<file path="src/ecpc_regs.svh">
// Purpose: register offsets, field positions, reset values and timing counts
// Assumes: byte-wide register port, 100 MHz sys_clk
// Notes: offsets are register indices on the byte register port
`ifndef ECPC_REGS_SVH
`define ECPC_REGS_SVH

// ****************************************
// Register offsets
// ****************************************
`define ECPC_OFF_STORED_CRC 8'h2F
`define ECPC_OFF_PROG_COUNT 8'h30
`define ECPC_OFF_NV_CONTROL 8'h31
`define ECPC_OFF_LIVE_CRC 8'h32
`define ECPC_OFF_ARRAY_PTR 8'h33
`define ECPC_OFF_NV_READ 8'h34
`define ECPC_OFF_SHADOW_RAM 8'h35
`define ECPC_OFF_UNLOCK_KEY 8'h38
// ****************************************
// Control field positions
// ****************************************
`define ECPC_BIT_REG_COPY 6
`define ECPC_BIT_CRC_ERR 5
`define ECPC_BIT_AUTO_CRC 4
`define ECPC_BIT_NV_LOAD 3
`define ECPC_BIT_BUSY 2
`define ECPC_BIT_ERASE 1
`define ECPC_BIT_PROGRAM 0
// ****************************************
// Values
// ****************************************
`define ECPC_UNLOCK_VALUE 8'hBE
`define ECPC_RST_AUTO_CRC 1'b1
`define ECPC_RST_ZERO 8'h00
`define ECPC_COUNT_MAX 8'hFF
`define ECPC_ARRAY_WORDS 32
`define ECPC_LIVE_REGS 16
`define ECPC_CRC_ADDR 5'h1F
`define ECPC_COUNT_ADDR 5'h1E
`define ECPC_CRC_POLY 8'h07
// ****************************************
// Timing
// ****************************************
`define ECPC_CLK_MHZ 100
`define ECPC_CYCLE_MS 115
`define ECPC_CYCLE_CLKS (`ECPC_CYCLE_MS * 1000 * `ECPC_CLK_MHZ)
`endif

</file>
<file path="src/ecpc_pkg.sv">
// Purpose: types shared by the nonvolatile control block
// Assumes: constants come from ecpc_regs.svh
// Notes: states are one-hot
package ecpc_pkg;
    typedef enum logic [5:0] {
        ECPC_IDLE = 6'h01,
        ECPC_LOAD = 6'h02,
        ECPC_COPY = 6'h04,
        ECPC_ERASE = 6'h08,
        ECPC_PROG = 6'h10,
        ECPC_SUM = 6'h20
    } ecpc_state_e;
    typedef logic [7:0] ecpc_byte_t;
    typedef logic [4:0] ecpc_addr_t;
endpackage

</file>
<file path="src/ecpc_mem.sv">
// Purpose: small byte memory with registered read data
// Assumes: one write port and one read port on sys_clk
// Notes: contents start cleared at power-up and are not touched by reset
module ecpc_mem #(
    parameter int WORDS = 32,
    parameter int AW = 5
) (
    // Clock
    input wire logic sys_clk,
    // Write port
    input wire logic wr_en,
    input wire logic [AW-1:0] wr_addr,
    input wire logic [7:0] wr_data,
    // Read port
    input wire logic [AW-1:0] rd_addr,
    output logic [7:0] rd_data
);
    // Cleared start keeps the first checksum and count defined
    logic [7:0] mem_q [WORDS] = '{default: 8'h00};

    always_ff @(posedge sys_clk) begin
        if (wr_en) begin
            mem_q[wr_addr] <= wr_data;
        end
        rd_data <= mem_q[rd_addr];
    end
endmodule // ecpc_mem

</file>
<file path="src/ecpc_top.sv">
// Purpose: nonvolatile array control: load, copy, erase, program, checksum
// Assumes: byte register port on sys_clk; live registers outside as a flat bus
// Notes: the array is modelled as two memories, shadow and nonvolatile
// Notes on behaviour
// - Writing copy bit moves live registers into shadow array, then bit self-clears
// - Checksum mismatch found while loading at configuration sets the mismatch flag
// - With auto checksum enabled, each program computes and stores the checksum
// - Load array into live registers after reset and on load request; self-clears
// - Register reads are not served while a load is running
// - Busy flag is high over erase or program; array access other than shadow reads refused meanwhile
// - Erase starts only when previous transaction wrote the unlock key; about 115 ms
// - Program starts only when previous transaction wrote the unlock key; about 115 ms
// - Erase and program together run one erase then program cycle
// - Live checksum byte is read-only and resets to zero
// - Seven bit pointer gives start; internal copy increments, pointer unchanged
// - Array byte address uses only the low five pointer bits
// - Nonvolatile read port returns stored bytes from pointer onward
// - Shadow port reads and writes shadow memory at tracked address
// - Stored checksum byte from the array is kept read-only
// - Cycle counter increments after each erase or program, once for erase and program together, saturating at 255
`include "ecpc_regs.svh"
module ecpc_top import ecpc_pkg::*; #(
    parameter int CYCLE_CLKS = `ECPC_CYCLE_CLKS,
    parameter int LIVE_REGS = `ECPC_LIVE_REGS
) (
    // Clock and reset
    input wire logic sys_clk,
    input wire logic rstn,
    // Register port, one transaction per strobe
    input wire logic reg_wr,
    input wire logic reg_rd,
    input wire logic [7:0] reg_addr,
    input wire logic [7:0] reg_wdata,
    output logic [7:0] reg_rdata,
    output logic reg_rvalid,
    // Live configuration registers
    input wire logic [LIVE_REGS*8-1:0] live_regs,
    output logic [7:0] load_data,
    output logic [4:0] load_addr,
    output logic load_we,
    // Status
    output logic nv_busy,
    output logic load_active
);
    // ****************************************
    // Reset release
    // ****************************************
    logic [1:0] rst_sync_q;
    logic rst_n;

    always_ff @(posedge sys_clk or negedge rstn) begin
        if (!rstn) begin
            rst_sync_q <= 2'b00;
        end else begin
            rst_sync_q <= {rst_sync_q[0], 1'b1};
        end
    end
    assign rst_n = rst_sync_q[1];

    // ****************************************
    // State
    // ****************************************
    typedef struct packed {
        ecpc_state_e st;
        logic [31:0] timer;
        logic [5:0] idx;
        logic erase_then_prog;
        logic unlocked;
        logic auto_crc;
        logic crc_err;
        ecpc_byte_t live_crc;
        ecpc_byte_t stored_crc;
        ecpc_byte_t prog_count;
        logic [6:0] ptr;
        ecpc_addr_t nv_addr;
        ecpc_addr_t ram_addr;
        ecpc_byte_t rdata;
        logic rvalid;
        ecpc_byte_t ld_data;
        ecpc_addr_t ld_addr;
        logic ld_we;
        logic rd_pending;
    } ecpc_state_s;

    ecpc_state_s s_q, s_d;

    // Memory ports
    logic ram_we, nv_we;
    ecpc_addr_t ram_wa, nv_wa, ram_ra, nv_ra;
    ecpc_byte_t ram_wd, nv_wd, ram_rd, nv_rd;

    ecpc_mem #(.WORDS(`ECPC_ARRAY_WORDS), .AW(5)) u_shadow (
        .sys_clk(sys_clk),
        .wr_en(ram_we),
        .wr_addr(ram_wa),
        .wr_data(ram_wd),
        .rd_addr(ram_ra),
        .rd_data(ram_rd)
    );

    ecpc_mem #(.WORDS(`ECPC_ARRAY_WORDS), .AW(5)) u_nvarray (
        .sys_clk(sys_clk),
        .wr_en(nv_we),
        .wr_addr(nv_wa),
        .wr_data(nv_wd),
        .rd_addr(nv_ra),
        .rd_data(nv_rd)
    );

    function automatic ecpc_byte_t crc_step(ecpc_byte_t crc, ecpc_byte_t data);
        ecpc_byte_t c;
        c = crc ^ data;
        for (int i = 0; i < 8; i++) begin
            c = c[7] ? ((c << 1) ^ `ECPC_CRC_POLY) : (c << 1);
        end
        return c;
    endfunction

    // ****************************************
    // Next state
    // ****************************************
    logic wr_ctl, wr_key, go_erase, go_prog, busy_now;
    ecpc_addr_t idx5;
    ecpc_byte_t live_byte;

    always_comb begin
        s_d = s_q;
        s_d.ld_we = 1'b0;
        s_d.rvalid = 1'b0;
        ram_we = 1'b0;
        nv_we = 1'b0;
        ram_wa = s_q.ram_addr;
        ram_wd = reg_wdata;
        nv_wa = s_q.idx[4:0];
        nv_wd = 8'hFF;
        idx5 = s_q.idx[4:0];
        ram_ra = s_q.ram_addr;
        nv_ra = s_q.nv_addr;
        live_byte = live_regs[idx5[3:0]*8 +: 8];
        wr_ctl = reg_wr && reg_addr == `ECPC_OFF_NV_CONTROL;
        wr_key = reg_wr && reg_addr == `ECPC_OFF_UNLOCK_KEY;
        busy_now = s_q.st inside {ECPC_ERASE, ECPC_PROG, ECPC_SUM};
        // Requests while busy are dropped outright
        go_erase = wr_ctl && reg_wdata[`ECPC_BIT_ERASE] && s_q.unlocked
            && !busy_now;
        go_prog = wr_ctl && reg_wdata[`ECPC_BIT_PROGRAM] && s_q.unlocked
            && !busy_now;
        // Any transaction relocks; only the key write itself arms the next one
        if (reg_wr || reg_rd) begin
            s_d.unlocked = wr_key && reg_wdata == `ECPC_UNLOCK_VALUE;
        end

        // Register writes
        if (reg_wr) begin
            unique case (reg_addr)
                `ECPC_OFF_NV_CONTROL: begin
                    s_d.auto_crc = reg_wdata[`ECPC_BIT_AUTO_CRC];
                end
                `ECPC_OFF_ARRAY_PTR: begin
                    s_d.ptr = reg_wdata[6:0];
                    s_d.nv_addr = reg_wdata[4:0];
                    s_d.ram_addr = reg_wdata[4:0];
                end
                `ECPC_OFF_SHADOW_RAM: begin
                    if (!busy_now) begin
                        ram_we = 1'b1;
                        s_d.ram_addr = s_q.ram_addr + 5'h01;
                    end
                end
                default: ;
            endcase
        end

        // Register reads, one cycle late, held off during a load
        if (reg_rd && s_q.st != ECPC_LOAD) begin
            s_d.rvalid = 1'b1;
            unique case (reg_addr)
                `ECPC_OFF_NV_CONTROL: s_d.rdata = {1'b0, 1'b0, s_q.crc_err, s_q.auto_crc,
                    1'b0, busy_now, 2'b00};
                `ECPC_OFF_LIVE_CRC: s_d.rdata = s_q.live_crc;
                `ECPC_OFF_STORED_CRC: s_d.rdata = s_q.stored_crc;
                `ECPC_OFF_PROG_COUNT: s_d.rdata = s_q.prog_count;
                `ECPC_OFF_ARRAY_PTR: s_d.rdata = {1'b0, s_q.ptr};
                `ECPC_OFF_UNLOCK_KEY: s_d.rdata = `ECPC_RST_ZERO;
                `ECPC_OFF_NV_READ: begin
                    // Busy array reads as zero and the address stays put
                    s_d.rdata = busy_now ? `ECPC_RST_ZERO : nv_rd;
                    if (!busy_now) begin
                        s_d.nv_addr = s_q.nv_addr + 5'h01;
                        nv_ra = s_q.nv_addr + 5'h01;
                    end
                end
                `ECPC_OFF_SHADOW_RAM: begin
                    s_d.rdata = ram_rd;
                    s_d.ram_addr = s_q.ram_addr + 5'h01;
                    ram_ra = s_q.ram_addr + 5'h01;
                end
                default: s_d.rdata = `ECPC_RST_ZERO;
            endcase
        end

        // ****************************************
        // Sequencer
        // ****************************************
        unique case (s_q.st)
            ECPC_IDLE: begin
                s_d.idx = 6'h00;
                s_d.timer = 32'h0;
                s_d.live_crc = `ECPC_RST_ZERO;
                nv_ra = (wr_ctl && reg_wdata[`ECPC_BIT_NV_LOAD]) || s_q.rd_pending ? 5'h00
                    : nv_ra;
                // Load queued by reset waits one cycle so byte 0 is read first
                if (s_q.rd_pending) begin
                    s_d.st = ECPC_LOAD;
                    s_d.rd_pending = 1'b0;
                end else if (go_erase) begin
                    s_d.st = ECPC_ERASE;
                    s_d.erase_then_prog = go_prog;
                end else if (go_prog) begin
                    s_d.st = ECPC_PROG;
                end else if (wr_ctl && reg_wdata[`ECPC_BIT_NV_LOAD]) begin
                    s_d.st = ECPC_LOAD;
                end else if (wr_ctl && reg_wdata[`ECPC_BIT_REG_COPY]) begin
                    s_d.st = ECPC_COPY;
                end
            end
            ECPC_LOAD: begin
                // nv_rd holds the byte addressed one cycle earlier
                nv_ra = s_q.idx[4:0] + 5'h01;
                s_d.ld_data = nv_rd;
                s_d.ld_addr = idx5;
                s_d.ld_we = idx5 < 5'(LIVE_REGS);
                s_d.idx = s_q.idx + 6'h01;
                if (idx5 == `ECPC_COUNT_ADDR) begin
                    s_d.prog_count = nv_rd;
                end
                if (idx5 == `ECPC_CRC_ADDR) begin
                    s_d.stored_crc = nv_rd;
                    s_d.crc_err = nv_rd != s_q.live_crc;
                    s_d.st = ECPC_IDLE;
                end else begin
                    s_d.live_crc = crc_step(s_q.live_crc, nv_rd);
                end
            end
            ECPC_COPY: begin
                ram_we = 1'b1;
                ram_wa = idx5;
                ram_wd = live_byte;
                s_d.idx = s_q.idx + 6'h01;
                if (idx5 == 5'(LIVE_REGS - 1)) begin
                    s_d.st = ECPC_IDLE;
                end
            end
            ECPC_ERASE, ECPC_PROG: begin
                // Erase writes the array over the first 32 clocks; program writes it after the long cycle
                s_d.timer = s_q.timer + 32'h1;
                if (s_q.timer == 32'(CYCLE_CLKS - 1)) begin
                    s_d.timer = 32'h0;
                    s_d.idx = 6'h00;
                    if (s_q.st == ECPC_ERASE) begin
                        nv_we = 1'b1;
                        s_d.idx = 6'h01;
                        s_d.st = s_q.erase_then_prog ? ECPC_PROG : ECPC_IDLE;
                        s_d.erase_then_prog = 1'b0;
                        if (!s_q.erase_then_prog && s_q.prog_count != `ECPC_COUNT_MAX) begin
                            s_d.prog_count = s_q.prog_count + 8'h01;
                        end
                    end else begin
                        // Prime the shadow read so the copy starts at byte 0
                        ram_ra = 5'h00;
                        s_d.st = ECPC_SUM;
                    end
                end else if (s_q.st == ECPC_ERASE && s_q.idx < 6'(`ECPC_ARRAY_WORDS)) begin
                    nv_we = 1'b1;
                    s_d.idx = s_q.idx + 6'h01;
                end
            end
            ECPC_SUM: begin
                // Copy shadow into the array, count and checksum at the top
                ram_ra = idx5 + 5'h01;
                nv_we = 1'b1;
                s_d.idx = s_q.idx + 6'h01;
                if (idx5 == `ECPC_COUNT_ADDR) begin
                    nv_wd = s_q.prog_count == `ECPC_COUNT_MAX ? s_q.prog_count
                        : s_q.prog_count + 8'h01;
                    s_d.prog_count = nv_wd;
                    s_d.live_crc = crc_step(s_q.live_crc, nv_wd);
                end else if (idx5 == `ECPC_CRC_ADDR) begin
                    nv_wd = s_q.auto_crc ? s_q.live_crc : ram_rd;
                    s_d.stored_crc = nv_wd;
                    s_d.st = ECPC_IDLE;
                end else begin
                    nv_wd = ram_rd;
                    s_d.live_crc = crc_step(s_q.live_crc, ram_rd);
                end
            end
            default: s_d.st = ECPC_IDLE;
        endcase
        if (s_q.st == ECPC_SUM && s_q.idx == 6'h00) begin
            ram_ra = 5'h01;
        end
    end

    always_ff @(posedge sys_clk or negedge rst_n) begin
        if (!rst_n) begin
            s_q <= '0;
            s_q.st <= ECPC_IDLE;
            s_q.rd_pending <= 1'b1;
            s_q.auto_crc <= `ECPC_RST_AUTO_CRC;
        end else begin
            s_q <= s_d;
        end
    end

    // ****************************************
    // Outputs
    // ****************************************
    always_comb begin
        reg_rdata = s_q.rdata;
        reg_rvalid = s_q.rvalid;
        load_data = s_q.ld_data;
        load_addr = s_q.ld_addr;
        load_we = s_q.ld_we;
        nv_busy = s_q.st inside {ECPC_ERASE, ECPC_PROG, ECPC_SUM};
        load_active = s_q.st == ECPC_LOAD;
    end
endmodule // ecpc_top

</file>
<file path="config.mk">
export PLATFORM = sky130hd
export DESIGN_NAME = ecpc_top
export DESIGN_NICKNAME = d
export VERILOG_FILES = /design/src/ecpc_pkg.sv /design/src/ecpc_mem.sv /design/src/ecpc_top.sv
export VERILOG_INCLUDE_DIRS = /design/src
export SDC_FILE = /design/constraint.sdc
export NUM_CORES = 1
export LEC_CHECK = 0
export ABC_CLOCK_PERIOD_IN_PS = 8400
export BUFFER_PORTS_ARGS = -buffer_cell sky130_fd_sc_hd__buf_2
export CORE_MARGIN = 2
export CORE_UTILIZATION = 35
export DETAILED_ROUTE_END_ITERATION = 7
export PLACE_DENSITY = 0.47
export SYNTH_ARGS = -nofsm -noshare
export SYNTH_HDL_FRONTEND = slang
export SYNTH_SLANG_ARGS = --single-unit
export TNS_END_PERCENT = 100
</file>
<file path="constraint.sdc">
create_clock -name sys_clk -period 8.4 [get_ports sys_clk]
set_input_delay 0.84 -clock sys_clk [delete_from_list [all_inputs] [get_ports sys_clk]]
set_output_delay 0.84 -clock sys_clk [all_outputs]
set_load 0.005 [all_outputs]
</file>
==> impl_metrics.csv <==
group,metric,value,unit
clock_network,htreeDepth,3,
detailed_routing,postRouteAntennaNets,0,
finish,final_nets,2758,
clock_network,clock_latency,0.63,ns
timing,hold_violations,0,
clock_network,cts_buffers,74,
floorplan,die_h,298,um
pwr,finalPower,8.08,mW
floorplan,fp.dieW,298,um
finish,drive_above_1_share,15.9,%
detailed_routing,drt_iter0_drc,1605,
timing,max_freq,0.207,GHz
synthesis,synthCells,2502,
synthesis,synth_area,30300,um^2
placement,io_buffers,172,
floorplan,core-area,85500,um^2
clock_network,ctsResizeCount,0,
critical_path,r2r_end,"u_nvarray.rd_data[4]",
timing,timing.final.crit_period,4.84,ns
timing,timing.final.crit_share,57.6,%
finish,final_common_cell,"edfxtp_1",
pwr,p_sw_share,27.3,%
timing,final.setup_skew,0.0315,ns
clock_network,path_clk_slew,0.06,ns
timing,rsz0062_at_grt,"false",
run_status,status,"complete, no violations",
floorplan,initial_core_util,35.5,%
detailed_routing,vias,20989,
grt,overflow,0,
finish,mostFrequentLayoutCells,"edfxtp_1, nand2_1, buf_2",
hold_path,hold_path.class,"flip-flop to flip-flop",
grt,grt_util_met1,27.8,%
timing,slew_violations,0,
synthesis,synth_edf_count,512,
synthesis,postSynth.asyncResetShare,17.9,%
timing,slew_headroom,16.8,%
floorplan,die_area,89100,um^2
timing,final-setup-viol-count,0,
grt,grt_pass1_wl,141,mm
hold_path,min_to,"rst_sync_q[1]",
pwr,pwr-share-comb,15.2,%
synthesis,yosys_register_bits,643,
detailed_routing,avgRoutedWirePerCell,24.7,um
floorplan,num_rows,107,
critical_path,worst_ep_required_time,8.93,ns
critical_path,cp-end-kind,"flip-flop",
critical_path,critPathKind,"flip-flop to flip-flop",
placement,place.gp.congestion,0.950,
critical_path,path_max_fanout,38,
hold_path,hp-start,"rst_sync_q[0]",
timing,fin_setup_tns,0,ns
synthesis,ys_types,86,
detailed_routing,drc_errors,0,
flow_run,max_cap_violations,0,
pwr,cellLeakagePower,12.8,nW
grt,grt.met3_usage,3.28,%
grt,first_global_vias,20956,
clock_network,cts_root_buffer,"clkbuf_16",
pwr,pwr-share-clk,39.7,%
synthesis,synth_flop_cell,"edfxtp_1",
placement,dpl_worst_slack,3.29,ns
pwr,peakVddDrop,0.000154,V
finish,final_area,34600,um^2
critical_path,worst_r2r_path_depth,12,
grt,track_usage,20.9,%
placement,dpl_cell_area,32200,um^2
hold_path,holdPathStages,0,
synthesis,yosys_warnings,0,
critical_path,rrSetupSlack,3.56,ns
grt,grt_antenna_before_repair,6,
detailed_routing,viasPerCell,5.51,
detailed_routing,dr.pass1.iters,7,
detailed_routing,wirelength,94.1,mm
clock_network,cts_sinks,643,
pwr,p_seq_share,45.1,%
placement,dp_hpwl,63.7,mm
pwr,p_per_area,234,nW/um^2
floorplan,pin_count,173,
grt,busiest_layer,"met2",
critical_path,reg2reg_from,"s_q[110]",
finish,fillers,8113,
pwr,p_switching,2.21,mW
critical_path,start_kind,"flip-flop",
critical_path,worstPathArrival,5.37,ns
synthesis,syn_nets,2663,
clock_network,cts_tree,"yes",
clock_network,clk_path_buf_depth,3,
finish,syn_to_final_growth,14.0,%
grt,grtUsageMet2,35.2,%
synthesis,synth.avg_cell_area,12.1,um^2
timing,tightestPinTransition,1.25,ns
pwr,p_int,5.88,mW
synthesis,yosysSeqAreaShare,61.2,%
grt,grt_start_max_net_pins,121,
timing,worst_slack,3.56,ns
==> how the worst max path moves through the flow <==
stage / cells after the start / start / end / slack [ns]
after global routing: 12 / s_q[110] / u_nvarray.rd_data[7] / 3.20
after detailed placement: 12 / reg_addr[7] / u_nvarray.rd_data[7] / 3.29
final: 12 / s_q[110] / u_nvarray.rd_data[4] / 3.56
after CTS: 12 / s_q[110] / u_nvarray.rd_data[7] / 3.52
after global placement: 12 / reg_addr[7] / u_nvarray.rd_data[7] / 3.35
after floorplan: 12 / reg_addr[7] / u_nvarray.rd_data[0] / 4.79
==> flip-flops by register name, summed over array words and instances (netlist names) <==
| register | count |
|---|---|
| u_shadow.mem_q | 256 |
| reg_rvalid | 1 |
| idx5 | 5 |
| reg_rdata | 8 |
| load_we | 1 |
| u_shadow.rd_data | 8 |
| u_nvarray.rd_data | 8 |
| load_data | 8 |
| rst_sync_q | 2 |
| load_addr | 5 |
| u_nvarray.mem_q | 256 |
| s_q | 85 |
==> Yosys cell counts, drive strengths merged, types with 30 or more instances <==
library cell / instances / area (um^2)
a211oi: 88 / 661
o21ai: 97 / 489
nand3: 58 / 290
xnor2: 67 / 587
edfxtp: 512 / 15400
buf: 62 / 364
nor2: 164 / 616
and3: 69 / 432
clkbuf: 131 / 492
a221o: 30 / 300
mux4: 43 / 968
o22ai: 42 / 263
and2: 35 / 219
a21oi: 92 / 464
a31oi: 51 / 319
mux2i: 86 / 861
dfrtp: 112 / 2800
nor3: 35 / 175
nand2: 357 / 1340
==> logic make-up after synthesis <==
kind of cell	count (synthesis)	synth area share [%]
AND/OR/NAND/NOR	822	12.6
flip-flops	643	61.2
AO/OA/AOI/OAI	559	12.7
buffers and inverters	212	3.06
multiplexers	157	7.07
XOR/XNOR	95	2.79
adder cells (fa/ha/maj)	13	0.536
other	1	0.0124
==> critical path, stage by stage, from the launching register on <==
cell,delay (ns)
dfrtp_1,0.49
xor2_1,0.20
o211ai_2,0.58
inv_2,0.42
nor4_2,0.78
and2_1,0.22
buf_4,0.34
a211o_2,0.54
buf_4,0.47
a211oi_1,0.13
a31oi_1,0.20
o22ai_1,0.13
nor3_1,0.19
==> cell type report <==
type                            instances  area (um^2)  area share [%]
Sequential cell                       643        18600            53.7
Multi-Input combinational cell       1647        10900            31.6
Clock buffer                          105         2010            5.80
Tap cell                             1144         1430            4.14
Timing Repair Buffer                  212         1180            3.40
Clock inverter                         32          395            1.14
Inverter                               19         71.3           0.206
Antenna cell                            5         12.5          0.0362
==> per-stage QoR <==
step                      hold WS [ns]  util [%]  std cells
final                            0.363      40.4       3807
after global routing             0.376      40.4       3804
after CTS                        0.366      40.4       3802
after detailed placement         0.341      37.6       3664
after global placement           0.343      37.6       3664
after floorplan                  0.331         -       2502
==> power groups by stage <==
stage / Sequential [mW] / Clock [mW] / Combinational (mW)
3_3_place_gp: 3.71 / 0 / 1.23
6_report: 3.65 / 3.21 / 1.23
4_1_cts: 3.65 / 3.29 / 1.24
5_1_grt: 3.65 / 3.41 / 1.34
2_1_floorplan: 3.65 / 0 / 0.846
3_5_place_dp: 3.71 / 0 / 1.23
==> routing by layer <==
layer  up-vias  wire, um
li1       9700         -
met1     10537     40900
met5         -        22
met4         4      2390
met3       145      4950
met2       603     45800
==> timing repair <==
action	4_1_cts	5_1_grt
hold buffers	1	0
buffers inserted	0	0
hold endpoints to repair	2	0
No activity file was read; power rests on OpenSTA's default activity.
